===== src/babc_defs.vh =====
// Constants for the battery alarm comparator control block.
// Assumes a 20 MHz core clock and a link frame strobe at 48k frames/s.
// Summary of operation
// RULE1 - Dead battery alarm drives GPIO status bit 15, low battery bit 14.
// RULE2 - Alarm status feeds GPIO interrupt logic and can request wake-up.
// RULE3 - Reference select bit 14 or 11, default 0: midrail, 1: external pin.
// RULE4 - Source bits 13:12: 00 off unless reference 1, else pin one to three.
// RULE5 - Source bits 10:9 decode like comparator one, 00 off unless reference.
// RULE6 - Polarity bit 15, default 1: alarm below reference, 0: above.
// RULE7 - Polarity bit 14, default 1: alarm below reference, 0: above.
// RULE8 - Delay bits 15:13: 000 none, else 2^13 to 2^19 link frames.
// RULE9 - Delay counts link frames at a fixed 48k rate, whatever the audio rate.
// RULE10 - Nonzero delay: count, recheck, set bit only if the alarm persists.
// RULE11 - A delayed trigger in sleep starts the oscillator so counting proceeds.
// RULE12 - Comparator status bits are active only while that comparator is on.
// RULE13 - Comparator outputs pass two flip-flops before any logic uses them.
// RULE14 - Delay count restarts from zero on a new alarm when not counting.
`ifndef BABC_DEFS_VH
`define BABC_DEFS_VH

`define BABC_ADDR_POLARITY     7'h4E
`define BABC_ADDR_ADD_FUNC     7'h58
`define BABC_ADDR_CMP_SELECT   7'h5A

`define BABC_POL_ONE_BIT       15
`define BABC_POL_TWO_BIT       14
`define BABC_POL_RESET         16'hFFFF

`define BABC_DELAY_HI          15
`define BABC_DELAY_LO          13
`define BABC_WAKE_EN_BIT       1
`define BABC_ADD_FUNC_RESET    16'h0000

`define BABC_ONE_REF_BIT       14
`define BABC_ONE_SRC_HI        13
`define BABC_ONE_SRC_LO        12
`define BABC_TWO_REF_BIT       11
`define BABC_TWO_SRC_HI        10
`define BABC_TWO_SRC_LO        9
`define BABC_SELECT_MASK       16'h7E00
`define BABC_SELECT_RESET      16'h0000

`define BABC_DELAY_BASE_EXP    12
`define BABC_DELAY_CNT_W       20
`define BABC_SETTLE_LAST       2'h3

`endif


===== src/babc_sync.v =====
// Two-stage synchroniser for a group of asynchronous level inputs.
// Assumes the inputs are quasi-static comparator levels.
`timescale 1ns/1ps
module babc_sync #(
   parameter W = 2
) (
   input  wire         i_clk,
   input  wire         i_rst,
   input  wire [W-1:0] i_async,
   output wire [W-1:0] o_sync
);
   reg [W-1:0] meta_r;
   reg [W-1:0] sync_r;

   // The first stage is read only by the second stage.
   always @(posedge i_clk or posedge i_rst) begin
      if (i_rst) begin
         meta_r <= {W{1'b0}};
         sync_r <= {W{1'b0}};
      end else begin
         meta_r <= i_async; // RULE13
         sync_r <= meta_r;
      end
   end

   assign o_sync = sync_r;
endmodule // babc_sync


===== src/babc_top.v =====
// Battery alarm comparator control: registers, polarity, power and delay.
// Assumes register accesses and frame strobes come from link logic on I_CLK.
`timescale 1ns/1ps
`include "babc_defs.vh"
module babc_top (
   input  wire        I_CLK,
   input  wire        I_RST,
   input  wire        I_REG_WR,
   input  wire        I_REG_RD,
   input  wire [6:0]  I_REG_ADDR,
   input  wire [15:0] I_REG_WDATA,
   input  wire        I_FRAME_TICK,
   input  wire        I_SLEEP,
   input  wire        I_CMP_ONE_BELOW,
   input  wire        I_CMP_TWO_BELOW,
   output reg  [15:0] O_REG_RDATA,
   output reg         O_CMP_ONE_PWR_EN,
   output reg         O_CMP_ONE_REF_SEL,
   output reg  [1:0]  O_CMP_ONE_SRC_SEL,
   output reg         O_CMP_TWO_PWR_EN,
   output reg         O_CMP_TWO_REF_SEL,
   output reg  [1:0]  O_CMP_TWO_SRC_SEL,
   output reg         O_GPIO_STATUS15,
   output reg         O_GPIO_STATUS14,
   output reg         O_WAKE_REQ,
   output reg         O_OSC_REQ
);
   localparam [2:0] ST_IDLE   = 3'b001;
   localparam [2:0] ST_COUNT  = 3'b010;
   localparam [2:0] ST_ACTIVE = 3'b100;

   reg  [15:0] polarity_r;
   reg  [15:0] add_func_r;
   reg  [15:0] select_r;
   reg  [2:0]  state_r;
   reg  [2:0]  state_nxt;
   reg  [`BABC_DELAY_CNT_W-1:0] count_r;
   reg  [`BABC_DELAY_CNT_W-1:0] count_nxt;
   reg         status14_nxt;
   reg  [15:0] rdata_nxt;
   wire [1:0]  below_sync;
   wire        one_on;
   wire        two_on;
   wire        alarm_one;
   wire        alarm_two;
   wire [2:0]  delay_code;
   wire [`BABC_DELAY_CNT_W-1:0] delay_last;
   reg  [1:0]  one_settle_r;
   reg  [1:0]  two_settle_r;
   wire        one_ready;
   wire        two_ready;
   wire        sel_wr;

   // Frames in the delay minus one; code 000 ends a running count at the next frame strobe.
   function [`BABC_DELAY_CNT_W-1:0] delay_frames_m1;
      input [2:0] code;
      reg   [`BABC_DELAY_CNT_W-1:0] one;
      begin
         one = {{(`BABC_DELAY_CNT_W-1){1'b0}}, 1'b1};
         if (code == 3'h0) begin
            delay_frames_m1 = {`BABC_DELAY_CNT_W{1'b0}};
         end else begin
            delay_frames_m1 = (one << (`BABC_DELAY_BASE_EXP + code)) - one;
         end
      end
   endfunction

   // A comparator runs when a source pin or the external reference is chosen.
   function cmp_powered;
      input [1:0] src;
      input       ref_sel;
      begin
         cmp_powered = (src != 2'h0) | ref_sel;
      end
   endfunction

   // Alarm when the input is below the reference with polarity 1, else above.
   function cmp_alarm;
      input below;
      input pol;
      begin
         cmp_alarm = pol ? below : ~below;
      end
   endfunction

   // Settling count: cleared while off or on a new selection, then saturates.
   function [1:0] settle_next;
      input [1:0] cnt;
      input       on;
      input       restart;
      begin
         if (!on || restart) begin
            settle_next = 2'h0;
         end else if (cnt != `BABC_SETTLE_LAST) begin
            settle_next = cnt + 2'h1;
         end else begin
            settle_next = cnt;
         end
      end
   endfunction

   babc_sync #(
      .W (2)
   ) u_sync (
      .i_clk   (I_CLK),
      .i_rst   (I_RST),
      .i_async ({I_CMP_TWO_BELOW, I_CMP_ONE_BELOW}),
      .o_sync  (below_sync)
   );

   assign one_on = cmp_powered(
      select_r[`BABC_ONE_SRC_HI:`BABC_ONE_SRC_LO],
      select_r[`BABC_ONE_REF_BIT]);                       // RULE4
   assign two_on = cmp_powered(
      select_r[`BABC_TWO_SRC_HI:`BABC_TWO_SRC_LO],
      select_r[`BABC_TWO_REF_BIT]);                       // RULE5
   assign alarm_one = one_on & one_ready &
      cmp_alarm(below_sync[0], polarity_r[`BABC_POL_ONE_BIT]); // RULE6
   assign alarm_two = two_on & two_ready &
      cmp_alarm(below_sync[1], polarity_r[`BABC_POL_TWO_BIT]); // RULE7
   assign delay_code = add_func_r[`BABC_DELAY_HI:`BABC_DELAY_LO];
   assign delay_last = delay_frames_m1(delay_code);      // RULE8
   assign sel_wr     = I_REG_WR & (I_REG_ADDR == `BABC_ADDR_CMP_SELECT);
   assign one_ready  = (one_settle_r == `BABC_SETTLE_LAST);   // RULE13
   assign two_ready  = (two_settle_r == `BABC_SETTLE_LAST);   // RULE13

   // Polarity register write.
   always @(posedge I_CLK or posedge I_RST) begin
      if (I_RST) begin
         polarity_r <= `BABC_POL_RESET;
      end else if (I_REG_WR && (I_REG_ADDR == `BABC_ADDR_POLARITY)) begin
         polarity_r <= I_REG_WDATA;                               // RULE6
      end
   end

   // Additional function register write.
   always @(posedge I_CLK or posedge I_RST) begin
      if (I_RST) begin
         add_func_r <= `BABC_ADD_FUNC_RESET;
      end else if (I_REG_WR && (I_REG_ADDR == `BABC_ADDR_ADD_FUNC)) begin
         add_func_r <= I_REG_WDATA;                               // RULE8
      end
   end

   // Reference and source select write; unused bits stay zero.
   always @(posedge I_CLK or posedge I_RST) begin
      if (I_RST) begin
         select_r <= `BABC_SELECT_RESET;
      end else if (sel_wr) begin
         select_r <= I_REG_WDATA & `BABC_SELECT_MASK;             // RULE3
      end
   end

   // Comparator data is trusted only once the synchroniser holds samples
   // taken after power-up or a new selection, so stale levels raise no alarm.
   always @(posedge I_CLK or posedge I_RST) begin
      if (I_RST) begin
         one_settle_r <= 2'h0;
         two_settle_r <= 2'h0;
      end else begin
         one_settle_r <= settle_next(one_settle_r, one_on, sel_wr); // RULE13
         two_settle_r <= settle_next(two_settle_r, two_on, sel_wr);
      end
   end

   // Read data is captured on a read strobe; unmapped addresses read zero.
   always @* begin
      rdata_nxt = O_REG_RDATA;
      if (I_REG_RD) begin
         case (I_REG_ADDR)
            `BABC_ADDR_POLARITY: begin
               rdata_nxt = polarity_r;
            end
            `BABC_ADDR_ADD_FUNC: begin
               rdata_nxt = add_func_r;
            end
            `BABC_ADDR_CMP_SELECT: begin
               rdata_nxt = select_r;
            end
            default: begin
               rdata_nxt = 16'h0000;
            end
         endcase
      end
   end

   // Low battery delay sequencer, counted in link frame strobes.
   always @* begin
      state_nxt    = state_r;
      count_nxt    = count_r;
      status14_nxt = O_GPIO_STATUS14;
      case (state_r)
         ST_IDLE: begin
            count_nxt = {`BABC_DELAY_CNT_W{1'b0}};              // RULE14
            if (alarm_two) begin
               if (delay_code == 3'h0) begin
                  state_nxt    = ST_ACTIVE;
                  status14_nxt = 1'b1;
               end else begin
                  state_nxt = ST_COUNT;                         // RULE10
               end
            end
         end
         ST_COUNT: begin
            if (I_FRAME_TICK) begin                             // RULE9
               if (count_r >= delay_last) begin
                  count_nxt = {`BABC_DELAY_CNT_W{1'b0}};
                  if (alarm_two) begin
                     state_nxt    = ST_ACTIVE;
                     status14_nxt = 1'b1;                       // RULE10
                  end else begin
                     state_nxt = ST_IDLE;
                  end
               end else begin
                  count_nxt = count_r + {{(`BABC_DELAY_CNT_W-1){1'b0}}, 1'b1};
               end
            end
         end
         ST_ACTIVE: begin
            if (!alarm_two) begin
               state_nxt    = ST_IDLE;
               status14_nxt = 1'b0;                             // RULE12
            end
         end
         default: begin
            state_nxt    = ST_IDLE;
            count_nxt    = {`BABC_DELAY_CNT_W{1'b0}};
            status14_nxt = 1'b0;
         end
      endcase
   end

   // Sequencer state.
   always @(posedge I_CLK or posedge I_RST) begin
      if (I_RST) begin
         state_r <= ST_IDLE;
         count_r <= {`BABC_DELAY_CNT_W{1'b0}};
      end else begin
         state_r <= state_nxt;
         count_r <= count_nxt;
      end
   end

   // Read data, held until the next read strobe.
   always @(posedge I_CLK or posedge I_RST) begin
      if (I_RST) begin
         O_REG_RDATA <= 16'h0000;
      end else begin
         O_REG_RDATA <= rdata_nxt;
      end
   end

   // Comparator one power, reference and source controls.
   always @(posedge I_CLK or posedge I_RST) begin
      if (I_RST) begin
         O_CMP_ONE_PWR_EN  <= 1'b0;
         O_CMP_ONE_REF_SEL <= 1'b0;
         O_CMP_ONE_SRC_SEL <= 2'h0;
      end else begin
         O_CMP_ONE_PWR_EN  <= one_on;                           // RULE4
         O_CMP_ONE_REF_SEL <= select_r[`BABC_ONE_REF_BIT];      // RULE3
         O_CMP_ONE_SRC_SEL <= select_r[`BABC_ONE_SRC_HI:`BABC_ONE_SRC_LO];
      end
   end

   // Comparator two power, reference and source controls.
   always @(posedge I_CLK or posedge I_RST) begin
      if (I_RST) begin
         O_CMP_TWO_PWR_EN  <= 1'b0;
         O_CMP_TWO_REF_SEL <= 1'b0;
         O_CMP_TWO_SRC_SEL <= 2'h0;
      end else begin
         O_CMP_TWO_PWR_EN  <= two_on;                           // RULE5
         O_CMP_TWO_REF_SEL <= select_r[`BABC_TWO_REF_BIT];      // RULE3
         O_CMP_TWO_SRC_SEL <= select_r[`BABC_TWO_SRC_HI:`BABC_TWO_SRC_LO];
      end
   end

   // Alarm status bits toward the GPIO logic.
   always @(posedge I_CLK or posedge I_RST) begin
      if (I_RST) begin
         O_GPIO_STATUS15 <= 1'b0;
         O_GPIO_STATUS14 <= 1'b0;
      end else begin
         O_GPIO_STATUS15 <= alarm_one;                          // RULE1
         O_GPIO_STATUS14 <= status14_nxt & two_on;              // RULE1
      end
   end

   // Wake and oscillator requests.
   always @(posedge I_CLK or posedge I_RST) begin
      if (I_RST) begin
         O_WAKE_REQ <= 1'b0;
         O_OSC_REQ  <= 1'b0;
      end else begin
         O_WAKE_REQ <= add_func_r[`BABC_WAKE_EN_BIT] &
                       (alarm_one | (status14_nxt & two_on));   // RULE2
         O_OSC_REQ  <= I_SLEEP & state_nxt[1];                  // RULE11
      end
   end
endmodule // babc_top

===== config.mk =====
export PLATFORM = sky130hd
export DESIGN_NAME = babc_top
export DESIGN_NICKNAME = d
export VERILOG_FILES = /design/src/babc_sync.v /design/src/babc_top.v
export VERILOG_INCLUDE_DIRS = /design/src
export SDC_FILE = /design/constraint.sdc
export NUM_CORES = 1
export LEC_CHECK = 0
export ABC_AREA = 0
export ABC_CLOCK_PERIOD_IN_PS = 4320
export BUFFER_PORTS_ARGS = -buffer_cell sky130_fd_sc_hd__buf_2
export CORE_UTILIZATION = 50
export CTS_BUF_LIST = sky130_fd_sc_hd__clkbuf_8
export CTS_CLUSTER_SIZE = 16
export DETAILED_ROUTE_END_ITERATION = 7
export GPL_TIMING_DRIVEN = 1
export PLACE_DENSITY_LB_ADDON = 0.15
export SLEW_MARGIN = 20
export SYNTH_ARGS = -nofsm -noshare
export SYNTH_HDL_FRONTEND = slang
export SYNTH_SLANG_ARGS = --single-unit
export TNS_END_PERCENT = 30

===== constraint.sdc =====
create_clock -name I_CLK -period 4.32 [get_ports I_CLK]
set_input_delay 0.432 -clock I_CLK [delete_from_list [all_inputs] [get_ports I_CLK]]
set_output_delay 0.432 -clock I_CLK [all_outputs]
set_load 0.005 [all_outputs]

-- Word-level counts from Yosys, hierarchy flattened
Index checks and enable logic that the tools add are counted.
- $lt $le $gt $ge: 1
- equal/unequal tests: 14
- bitwise logic cells: 14
- add/sub/neg operators: 5
- multiplexer cells: 25
- reductions and logical operators: 13
- shift operators: 1
- operators by type and width (kind ; count):
    20-bit two-way mux ; 3
    16-bit one-hot mux with 3 select lines ; 1
    20-bit one-hot mux with 2 select lines ; 1
    7-bit equality test (second input constant) ; 3
    20-bit by 1-bit adder with 20-bit output (second input constant) ; 1
    20-bit greater-or-equal comparator ; 1
    1-bit by 5-bit << shifter with 20-bit output (first input constant) ; 1
    20-bit by 1-bit subtractor with 20-bit output (second input constant) ; 1
    3-bit two-way mux ; 6
    2-bit inequality test (second input constant) ; 6
    3-bit one-hot mux with 3 select lines ; 1
    1-bit bitwise AND ; 8
    1-bit two-way mux ; 8
    2-bit two-way mux ; 4
    2-bit nonzero test ; 4
    4-bit by 3-bit adder with 5-bit output (first input constant) ; 1
    2-bit by 1-bit adder with 2-bit output (second input constant) ; 2
    2-bit equality test (second input constant) ; 2
    4-bit AND reduction ; 1
    3-bit by 1-bit equality test with 1-bit output (second input constant) ; 1
    3-bit by 2-bit equality test with 1-bit output (second input constant) ; 1
    3-bit equality test (second input constant) ; 1
    3-bit logical NOT ; 1
    1-bit inverter ; 3
    other kinds (6) ; 11
- logic and storage cells: 94
- bits of input ports: 31
- bits in registers: 97

-- Depth between registers and ports, before layout
Gate-level depths: netlist (run 1).
- depth after elaboration: 11
- mapped depth: 13

-- Cells and area by module
Synthesis (run 1) repeated with hierarchy kept, for this count alone.
- cells, all modules: 436
- area, all modules: 4684.5 um^2
- by module, submodules not included (module ; area an instance (um^2) ; cells each ; times used):
    babc_top ; 4580.6 ; 431 ; 1
    babc_sync ; 103.8 ; 5 ; 1

-- Worst setup path after synthesis (run 1)
Ideal clock, no wire load.
- path type: register to register
- start point: reg add_func_r[15]
- end point: reg O_OSC_REQ
- period minus slack after synthesis: 2897 ps
- library setup time: 81 ps
- cell stages (with the launch flop): 13
- arrival: 2816 ps
- setup slack: 1423 ps
- path through: dfrtp_1 > clkbuf_1 > or3_1 > buf_2 > ha_1 > nand2b_4 > a2111o_1 > a32oi_1 > nand3_2 > or2_1 > buf_6 > buf_8 > a31oi_2
- longest elaborated chain between the ends: 9
- elaborated cells between the ends (all ways): 12
- those cells by class: add/sub (2); order compare (1); shift (1); mux (6); bitwise (1); reduce/logical (1)
- ends and longest elaborated chain (item ; line ; source):
    start: declaration ; babc_top.v:33 ; reg [15:0] add_func_r;
    start signal: assignment ; babc_top.v:139 ; add_func_r <= `BABC_ADD_FUNC_RESET;
    4-bit by 3-bit adder with 5-bit output (no source line) ; n/a ;
    1-bit by 5-bit << shifter with 20-bit output ; babc_top.v:63 ; delay_frames_m1 = (one << (`BABC_DELAY_BASE_EXP + code)) - one;
    20-bit by 1-bit subtractor with 20-bit output ; babc_top.v:63 ;
    20-bit two-way mux ; babc_top.v:60 ; if (code == 3'h0) begin
    20-bit greater-or-equal comparator ; babc_top.v:206 ; if (count_r >= delay_last) begin
    3-bit two-way mux ; babc_top.v:206 ;
    3-bit two-way mux ; babc_top.v:205 ; if (I_FRAME_TICK) begin
    3-bit one-hot mux with 3 select lines (*) ; babc_top.v:192 ; case (state_r)
    1-bit bitwise AND (*) ; babc_top.v:298 ; O_OSC_REQ <= I_SLEEP & state_nxt[1];
    end signal: assignment ; babc_top.v:298 ;
    end: declaration ; babc_top.v:26 ; output reg O_OSC_REQ
Mark *: on every way between the ends. The rest lies on a longest branch, timed or not. The select of a mux whose other input is x is not followed.
A chain may end at the register's enable or synchronous reset.

-- Worst setup path after layout (run 1)
- start point: reg add_func_r[15]
- end point: reg count_r[7]
- longest elaborated chain between the ends: 8
- elaborated cells between the ends (all ways): 9
- those cells by class: add/sub (2); order compare (1); shift (1); mux (4); reduce/logical (1)
- ends and longest elaborated chain (item ; line ; source):
    4-bit by 3-bit adder with 5-bit output (no source line) ; n/a ;
    1-bit by 5-bit << shifter with 20-bit output ; babc_top.v:63 ;
    20-bit by 1-bit subtractor with 20-bit output ; babc_top.v:63 ;
    20-bit two-way mux (*) ; babc_top.v:60 ;
    20-bit greater-or-equal comparator (*) ; babc_top.v:206 ;
    20-bit two-way mux (*) ; babc_top.v:206 ;
    20-bit two-way mux (*) ; babc_top.v:205 ;
    20-bit one-hot mux with 2 select lines (*) ; babc_top.v:192 ;
    end signal: assignment ; babc_top.v:237 ; count_r <= {`BABC_DELAY_CNT_W{1'b0}};
    end signal: assignment ; babc_top.v:240 ; count_r <= count_nxt;
    end: declaration ; babc_top.v:37 ; reg [`BABC_DELAY_CNT_W-1:0] count_r;
Marked as above.

==> impl_metrics.json, run 1 <==
{
  "wl_per_cell_um": 15.25,
  "synth_ff_type": "dfrtp_1",
  "routed_wl_mm": 9.335,
  "synth_area_leaders": "dfrtp_1, dfstp_2, mux2_2",
  "clockBufferDepth": 2,
  "final_layout_size_suffix_gt1_share_pct": 32.09,
  "crit_path_end_kind": "flop",
  "status": "finished clean",
  "worstSkewPairLatency_ns": 0.36,
  "slowest_delay_ns": 0.57,
  "synth_edf_count": 0,
  "post-route-drc-count": 0,
  "dp_hpwl_mm": 6.506,
  "ys_seq_elements": 97,
  "dieArea_mm2": 0.009913,
  "synth-compound-area-share_pct": 12.07,
  "tritoncts": "done",
  "path_cells": "or3_1, ha_1, nand2b_4, a2111o_1, a32oi_1, nand3_2, or2_1, o21ai_0",
  "synth_xor_xnor_area_share_pct": 2.944,
  "async_flop_share_pct": 100.0,
  "syn_area_mm2": 0.004760,
  "synth_top_area_share_pct": 42.06,
  "core_area_mm2": 0.009240,
  "fin_setup_tns_ns": 0,
  "synth_simple_gate_area_share_pct": 12.96,
  "yosysSeqAreaShare_pct": 51.45,
  "synthAdderAreaFrac_pct": 6.046,
  "nNetsFinal": 532,
  "slew_violations": 0,
  "hold_class": "in2reg",
  "vdd_drop_max_mv": 0.2019,
  "die_x_um": 99.57,
  "globalplace.congestion": 0.7563,
  "syn2layout_area_growth_pct": 12.28,
  "cp.required_ns": 4.58,
  "synth_top_family_by_area": "simple AND/OR/NAND/NOR gates",
  "portBuffers": 58,
  "io_pins": 59,
  "synth_nets": 476,
  "rsz0062_at_grt": "no",
  "ctsRootBufferMaster": "clkbuf_8",
  "path_class": "reg2reg",
  "min_period_ns": 3.290,
  "grt_usage_pct": 19.99,
  "cp_top_family": "simple AND/OR/NAND/NOR gates",
  "diodes": 0,
  "maxSlewHeadroom_pct": 47.21,
  "cts_hold_buf": 0,
  "dr.pass1.iters": 4,
  "vias_per_cell": 5.444,
  "grt_pass1_vias": 3242,
  "grt_pass1_wl_mm": 15.55,
  "n_fill_cell": 803,
  "clk_pin_slew_ns": 0.10,
  "drtIter0Drc": 81,
  "synth_mux_area_share_pct": 11.33,
  "htreeDepth": 3,
  "worst_setup_path_start_kind": "flop",
  "cts_resized": 0,
  "cts_setup_buffers": 0,
  "finalSetupViolCount": 0,
  "syn_area_per_cell_um2": 11.28,
  "met3_length_um": 376,
  "met2WireLength_mm": 4.461,
  "fmax_mhz": 304.0,
  "antenna_found_initial": 0,
  "power.density_mw_per_mm2": 335.8,
  "p_total_mw": 1.795,
  "fin_worst_skew_ns": 0.01417,
  "wl_met1_mm": 4.364,
  "clock_sinks": 97,
  "grt_max_degree": 65,
  "initial_utilization_pct": 51.51,
  "grt_overflow_total": 0,
  "timing.final.crit_share_pct": 76.16,
  "synthCells": 422,
  "synth_area_leader_cell": "dfrtp_1",
  "hold_viol_final": 0,
  "worst_slew_pin_slew_ns": 0.7919,
  "top_layer": "met4",
  "drv_cap": 0,
  "slowest_stage": "or2_1",
  "critical_path.max_fanout": 17,
  "worst-path-buf-inv": 0,
  "p_leak_nw": 2.553,
  "cts_buffers": 9,
  "final_antenna_net_count": 0,
  "die_y_um": 99.57,
  "vias": 3332,
  "critical_path_arrival_ns": 3.55,
  "placementRows": 35,
  "synth_cell_types": 59,
  "yosys_warnings": 0
}
[per-layer routing]
metal  up-vias  track usage (%)
li1       1614                -
met1      1645            27.13
met2        59            31.84
met3        14            4.849
met4         0            6.222
met5         -                0
[state kept, by name (all words and copies together), names as in the netlist, 2 cells and up]
| name | cells |
|---|---|
| count_r | 20 |
| O_REG_RDATA | 16 |
| state_r | 3 |
| O_CMP_ONE_SRC_SEL | 2 |
| polarity_r | 16 |
| u_sync.o_sync | 2 |
| O_CMP_TWO_SRC_SEL | 2 |
| one_settle_r | 2 |
| u_sync.meta_r | 2 |
| add_func_r | 16 |
| two_settle_r | 2 |
| select_r | 6 |
[cell families after synthesis]
group | count (synthesis)
buf+inv | 33
flops | 97
mux | 49
simple gates | 117
fa+ha+maj | 23
xor+xnor | 16
other cells | 1
compound gates | 86
[cell usage after synthesis (all sizes together) (4+ instances only)]
master / instances
o21ai: 12
xnor2: 5
a21o: 4
nor2: 32
mux2i: 10
nor3: 13
mux2: 39
ha: 23
inv: 17
nand2: 25
xor2: 11
nand3: 12
nand4: 7
buf: 8
dfrtp: 80
and3: 7
clkbuf: 8
a22oi: 10
a21oi: 43
nor2b: 4
dfstp: 17
[cells in the final DEF, fill, tap and decap left out, drive strengths merged, types with 2 or more instances in the layout]
master  count
dfrtp      80
buf        61
a21oi      43
mux2       39
nor2       32
nand2      25
ha         23
inv        22
dfstp      17
nor3       13
o21ai      12
nand3      12
xor2       11
mux2i      10
a22oi      10
clkbuf     10
nand4       7
and3        7
xnor2       5
nor2b       4
a21o        4
or3         3
nand2b      3
o31ai       2
o21bai      2
a211oi      2
or2         2
nor4b       2
a31oi       2
[final timing paths]
check                                            from  slack, ns                          to  cells past startpoint
setup / recovery           add_func_r[15]$_DFFE_PP0P_       1.03      count_r[7]$_DFFE_PP0P_                      8
hold / removal                        I_CMP_TWO_BELOW       0.18  u_sync.meta_r[1]$_DFF_PP0_                      1
max in group asynchronous                       I_RST       3.14   polarity_r[9]$_DFFE_PP1P_                      3
min in group asynchronous                       I_RST       0.21     count_r[19]$_DFFE_PP0P_                      2
hold reg to reg            u_sync.meta_r[0]$_DFF_PP0_       0.35  u_sync.o_sync[0]$_DFF_PP0_                      0
setup reg to reg           add_func_r[15]$_DFFE_PP0P_       1.03      count_r[7]$_DFFE_PP0P_                      8
[layout make-up]
class | count | area, um^2 | share of cell area [%]
flip-flops and latches | 97 | 2449 | 45.82
clock inverters | 6 | 55.05 | 1.030
repair buffers | 61 | 312.8 | 5.853
inverters | 17 | 66.31 | 1.241
clock buffers | 10 | 137.6 | 2.576
multi-input cells | 292 | 2162 | 40.46
well taps | 129 | 161.4 | 3.020
[through the flow]
step                      std cells  setup WS (ns)  util, %  cell area [um^2]  hold WS [ns]
final                           612          1.030    57.83              5344        0.1772
after global routing            612         0.7824    57.83              5344        0.1599
after CTS                       612          1.016    57.83              5344        0.1606
after detailed placement        596          1.033    55.75              5151        0.3347
after global placement          596          1.184    55.75              5151        0.3361
after floorplan                 422          1.382        -              4760        0.3312
[report_power, final]
group          internal, mW  switching [mW]
sequential            0.972          0.0329
combinational        0.0948           0.115
clock                 0.239           0.341
total                  1.31           0.489
(Power assumes the default switching activity.)
==> run 2, diff against run 1 <==
- ABC_CLOCK_PERIOD_IN_PS: 4320 -> 3200
- clock period: 4.32 -> 3.2 ns (I/O delays scaled with it)
==> impl_metrics.json, run 2 (same netlist as run 1, synthesis figures left out) <==
{
  "crit_path_end_kind": "flop",
  "syn2layout_area_growth_pct": 12.91,
  "whs_path_depth": 1,
  "hold_path_end": "u_sync.meta_r[0]$_DFF_PP0_",
  "grt_pass1_wl_mm": 15.86,
  "mostFrequentLayoutCells": "dfrtp_1, buf_2, mux2_2, a21oi_1, nor2_1",
  "cts_buffers": 9,
  "hold_class": "in2reg",
  "final_common_cell": "dfrtp_1",
  "diodes": 0,
  "grt_pass1_vias": 3256,
  "swShare_pct": 27.51,
  "status": "finished clean",
  "io_pins": 59,
  "dp.cells": 600,
  "final_antenna_net_count": 0,
  "hold_slack_ns": 0.06310,
  "rrSetupSlack_ns": 0.28,
  "ctsRootBufferMaster": "clkbuf_8",
  "grt_busiest_layer": "met2",
  "fin_worst_skew_ns": 0.01050,
  "clockBufferDepth": 2,
  "cts_hold_buf": 0,
  "tritoncts": "done",
  "clock_sinks": 97,
  "antenna_found_initial": 1,
  "initial_utilization_pct": 51.51,
  "vias_per_cell": 5.385,
  "portBuffers": 58,
  "cp.required_ns": 3.48,
  "critical_path.max_fanout": 17,
  "crit-reg2reg-launch": "add_func_r[14]$_DFFE_PP0P_",
  "n_fill_cell": 811,
  "drtIter0Drc": 127,
  "vdd_drop_max_mv": 0.2227,
  "cts_resized": 0,
  "rsz0062_at_grt": "no",
  "fmax_mhz": 342.3,
  "grt_overflow_total": 0,
  "nNetsFinal": 536,
  "pwr-share-comb_pct": 12.2,
  "grt_max_degree": 69,
  "power.density_mw_per_mm2": 445.5,
  "cts_setup_buffers": 0,
  "final_layout_size_suffix_gt1_share_pct": 32.44,
  "drv_cap": 0,
  "grt_usage_pct": 20.63,
  "pre_cts_ws_ns": 0.2716,
  "fin_setup_tns_ns": 0,
  "worst_setup_path_start_kind": "flop",
  "path_class": "reg2reg",
  "p_seq_share_pct": 56.6,
  "power_frac_clock_pct": 31.2,
  "reg2reg_depth": 9,
  "finalSetupViolCount": 0,
  "reg2reg_to": "count_r[3]$_DFFE_PP0P_",
  "min_period_ns": 2.922,
  "vias": 3317,
  "post-route-drc-count": 0,
  "worstHoldStart": "I_CMP_ONE_BELOW",
  "wl_per_cell_um": 15.27,
  "largest_reg_flops": 20,
  "critical_path_arrival_ns": 3.20,
  "met2_usage_pct": 32.48,
  "grt_util_met1_pct": 28.31,
  "maxSlewHeadroom_pct": 44.64,
  "dp_hpwl_mm": 6.494,
  "worst_slew_pin_slew_ns": 0.8304,
  "p_switching_mw": 0.6587,
  "routed_wl_mm": 9.406,
  "regMostFlops": "count_r",
  "placementRows": 35,
  "dr.pass1.iters": 4,
  "worstSkewPairLatency_ns": 0.36,
  "htreeDepth": 3,
  "layout.cells.non_filler": 616,
  "die_x_um": 99.57,
  "grt_use_met3_pct": 4.779,
  "clk_pin_slew_ns": 0.09,
  "globalplace.congestion": 0.7988,
  "slew_violations": 0,
  "timing.final.crit_share_pct": 91.30,
  "hold_viol_final": 0,
  "internal-power_mw": 1.735,
  "worst_slack_ns": 0.2783,
  "dieArea_mm2": 0.009913,
  "core_area_mm2": 0.009240,
  "p_leak_nw": 2.561,
  "die_y_um": 99.57
}
## run 2: cell count changes in the layout (fill, tap and decap cells not counted), sizes merged
cell	previous run	this run
clkinv	1	0
clkbuf	10	9
inv	22	20
clkinvlp	0	4
buf	61	65
## run 2: worst max path at each step
stage,cells past startpoint,from,end,slack (ns)
global placement,9,add_func_r[14]$_DFFE_PP0P_,count_r[1]$_DFFE_PP0P_,0.40
CTS,9,add_func_r[14]$_DFFE_PP0P_,count_r[3]$_DFFE_PP0P_,0.25
detailed placement,9,add_func_r[14]$_DFFE_PP0P_,count_r[3]$_DFFE_PP0P_,0.27
finish,9,add_func_r[14]$_DFFE_PP0P_,count_r[3]$_DFFE_PP0P_,0.28
floorplan,12,add_func_r[15]$_DFFE_PP0P_,O_OSC_REQ$_DFF_PP0_,0.30
global route,9,add_func_r[14]$_DFFE_PP0P_,count_r[1]$_DFFE_PP0P_,0.1
## run 2: metal layers
metal | share of wire [%] | wire (um)
met1 | 48 | 4489
met2 | 46 | 4370
met3 | 4.4 | 416
met4 | 1.4 | 130
met5 | 0 | 0
## run 2: layout make-up
cell class,instances,area [um^2],share of cell area [%]
clock inverters,7,56.30,1.048
repair buffers,65,355.3,6.612
flip-flops and latches,97,2449,45.56
multi-input cells,292,2162,40.23
inverters,17,66.31,1.234
clock buffers,9,123.9,2.305
well taps,129,161.4,3.003
## run 2: power groups by stage
stage / registers, mW / logic, mW / clock network (mW)
2_1_floorplan: 1.37 / 0.194 / 0
3_3_place_gp: 1.37 / 0.283 / 0
3_5_place_dp: 1.38 / 0.294 / 0
4_1_cts: 1.36 / 0.297 / 0.769
5_1_grt: 1.36 / 0.333 / 0.803
6_report: 1.36 / 0.291 / 0.748
## run 2: critical path, cell delays in order, from the launching register on
cell and delay, ns:
dfrtp_1 0.47, or3_1 0.54, ha_1 0.34, nand2b_4 0.13, a2111o_1 0.40, a32oi_1 0.23, nand3_2 0.10, or2_1 0.23
buf_4 0.21, o21ai_0 0.20
## run 2: stage by stage
stage | util (%) | instance area [um^2] | power (mW)
3_5_place_dp | 56.21 | 5194 | 1.672
5_1_grt | 58.16 | 5374 | 2.501
2_1_floorplan | - | 4760 | 1.566
3_3_place_gp | 56.21 | 5194 | 1.658
4_1_cts | 58.16 | 5374 | 2.421
6_report | 58.16 | 5374 | 2.394
==> run 3, diff against run 2 <==
- ABC_CLOCK_PERIOD_IN_PS: 3200 -> 2600
- PLACE_DENSITY: default -> 0.83
- PLACE_DENSITY_LB_ADDON: 0.15 -> default
- SYNTH_HIERARCHICAL: default -> 1
- clock period: 3.2 -> 2.6 ns (I/O delays scaled with it)
==> impl_metrics.json, run 3 <==
{
  "worst_slack_ns": 0.03094,
  "syn_area_mm2": 0.004684,
  "grt_max_degree": 94,
  "yosysSeqAreaShare_pct": 52.27,
  "path_class": "reg2reg",
  "hold_viol_final": 0,
  "layout.cells.non_filler": 621,
  "status": "finished clean",
  "crit-reg2reg-launch": "add_func_r[14]$_DFFE_PP0P_",
  "synth_commonest_cells": "dfrtp_1, nand2_1, nor2_1",
  "p_leak_nw": 2.559,
  "critical_path_arrival_ns": 2.82,
  "regMostFlops": "count_r",
  "syn_area_per_cell_um2": 10.74,
  "yosysMostFrequentCell": "dfrtp_1",
  "portBuffers": 58,
  "power.density_mw_per_mm2": 550.4,
  "synthCells": 436,
  "tritoncts": "done",
  "dp_hpwl_mm": 7.334,
  "async_flop_share_pct": 100.0,
  "post-route-drc-count": 0,
  "core_area_mm2": 0.008891,
  "wl_per_cell_um": 17.26,
  "crit_path_end_kind": "flop",
  "htreeDepth": 3,
  "slew_violations": 0,
  "dr.pass1.iters": 5,
  "grt_pass1_wl_mm": 17.40,
  "power_frac_clock_pct": 32.0,
  "vdd_drop_max_mv": 0.2870,
  "worstSkewPairLatency_ns": 0.37,
  "synth_ff_type": "dfrtp_1",
  "mostFrequentLayoutCells": "dfrtp_1, buf_2, nand2_1, nor2_1, mux2_2",
  "hold_class": "in2reg",
  "ctsRootBufferMaster": "clkbuf_8",
  "dieArea_mm2": 0.009760,
  "synth_area_leaders": "dfrtp_1, dfstp_2, mux2_2",
  "diodes": 0,
  "cts_buffers": 9,
  "grt_overflow_total": 0,
  "initial_utilization_pct": 52.69,
  "pwr-share-comb_pct": 12.7,
  "clockBufferDepth": 2,
  "p_total_mw": 3.022,
  "final_layout_size_suffix_gt1_share_pct": 32.16,
  "maxSlewHeadroom_pct": 47.17,
  "p_switching_mw": 0.8301,
  "antenna_found_initial": 0,
  "vias_per_cell": 5.929,
  "synth_top_area_share_pct": 42.74,
  "critical_path.max_fanout": 14,
  "syn2layout_area_growth_pct": 17.23,
  "yosys_warnings": 6,
  "final_antenna_net_count": 0,
  "pre_cts_ws_ns": -0.1113,
  "grt_usage_pct": 22.74,
  "synth_cell_types": 51,
  "startpoint": "add_func_r[14]$_DFFE_PP0P_",
  "io_pins": 59,
  "min_period_ns": 2.569,
  "internal-power_mw": 2.192,
  "worst_setup_path_start_kind": "flop",
  "cp.required_ns": 2.85,
  "synth_area_leader_cell": "dfrtp_1",
  "globalplace.congestion": 0.9168,
  "worst_slew_pin_slew_ns": 0.7905,
  "grt_pass1_vias": 3691,
  "fmax_mhz": 389.2,
  "clock_sinks": 97,
  "synth_edf_count": 0,
  "nNetsFinal": 562,
  "vias": 3682,
  "fin_area_mm2": 0.005492,
  "die_y_um": 98.80,
  "placementRows": 34,
  "dp.cells": 598,
  "final_common_cell": "dfrtp_1",
  "worstHoldStart": "I_REG_WDATA[13]",
  "ys_seq_elements": 97,
  "place_area_mm2": 0.005167,
  "rsz0062_at_grt": "yes",
  "p_seq_share_pct": 55.3,
  "synth_nets": 490,
  "timing.final.crit_share_pct": 98.81,
  "finalSetupViolCount": 0,
  "fin_worst_skew_ns": 0.01578,
  "largest_reg_flops": 20,
  "clk_pin_slew_ns": 0.10,
  "routed_wl_mm": 10.72,
  "swShare_pct": 27.47,
  "drtIter0Drc": 255,
  "die_x_um": 98.80,
  "drv_cap": 0
}
[run 3: cell types whose count changed after synthesis, sizes merged, moves of 6 or more]
cell	change
mux2i	-6
nor2	+6
a222oi	+6
a21oi	-21
o22ai	+9
mux2	-7
nand2	+20
[run 3: stage by stage]
stage / hold slack, ns / setup TNS, ns / utilization, %
6_report: 0.1156 / 0 / 61.76
5_1_grt: 0.1241 / -0.1926 / 61.76
4_1_cts: 0.1066 / 0 / 61.06
3_5_place_dp: 0.1774 / -1.096 / 58.12
3_3_place_gp: 0.1674 / 0 / 58.12
2_1_floorplan: 0.02608 / 0 / -
[run 3: path summary, 6_finish.rpt]
kind,to,slack [ns],cells past startpoint
setup / recovery,count_r[5]$_DFFE_PP0P_,0.03,10
hold / removal,select_r[13]$_DFFE_PP0P_,0.12,3
setup reg to reg,count_r[5]$_DFFE_PP0P_,0.03,10
hold reg to reg,u_sync/o_sync[1]$_DFF_PP0_,0.36,0
max in group asynchronous,add_func_r[14]$_DFFE_PP0P_,1.63,4
min in group asynchronous,u_sync/meta_r[0]$_DFF_PP0_,0.33,3
[run 3: logic make-up (layout without fill, tap and decap cells)]
family,Yosys count,count (layout),synth area share [%]
muxes,36,36,8.547
DFF,97,97,52.27
other,1,1,0.08005
adders and majority gates,23,23,6.143
xor gates and xnor gates,19,19,3.552
AOI/OAI and AO/OA,74,74,10.68
and+or+nand+nor,149,149,15.28
buffers and inverters,37,114,3.445
[run 3: worst max-delay path: stages (launching register included)]
cell     delay [ns]
dfrtp_2        0.50
buf_4          0.17
nor3_1         0.19
ha_1           0.20
and4_1         0.22
nand2_1        0.08
or4b_4         0.50
and3_4         0.22
a21oi_4        0.17
buf_12         0.15
nor2_1         0.05
[run 3: layout make-up]
type,instances,area (um^2)
fillers,660,3400
flip-flops and latches,97,2452
multi-input cells,302,2150
repair buffers,80,488.0
clock buffers,10,137.6
well taps,108,135.1
inverters,18,71.32
clock inverters,6,57.56
[run 3: power groups by stage]
stage,registers [mW],logic [mW],clock network (mW)
after CTS,1.67,0.370,0.981
after global routing,1.68,0.428,1.04
after detailed placement,1.70,0.354,0
final,1.67,0.384,0.967
after global placement,1.69,0.327,0
after floorplan,1.68,0.220,0
[run 3: layer usage]
metal  global-route usage (%)  routed length (um)  vias to the layer above
li1                         -                   -                     1690
met3                    4.468                 580                       32
met2                    37.98                5395                      168
met5                        0                   0                        -
met1                    29.32                4476                     1792
met4                    8.726                 267                        0
[run 3: repair_timing]
item                                   CTS  global route
setup buffers                            4             0
setup endpoints to repair               25            25
endpoints found under the hold margin    6             0
gates resized for setup                  5            17
pin swaps                                0             2
hold buffers                             3             0
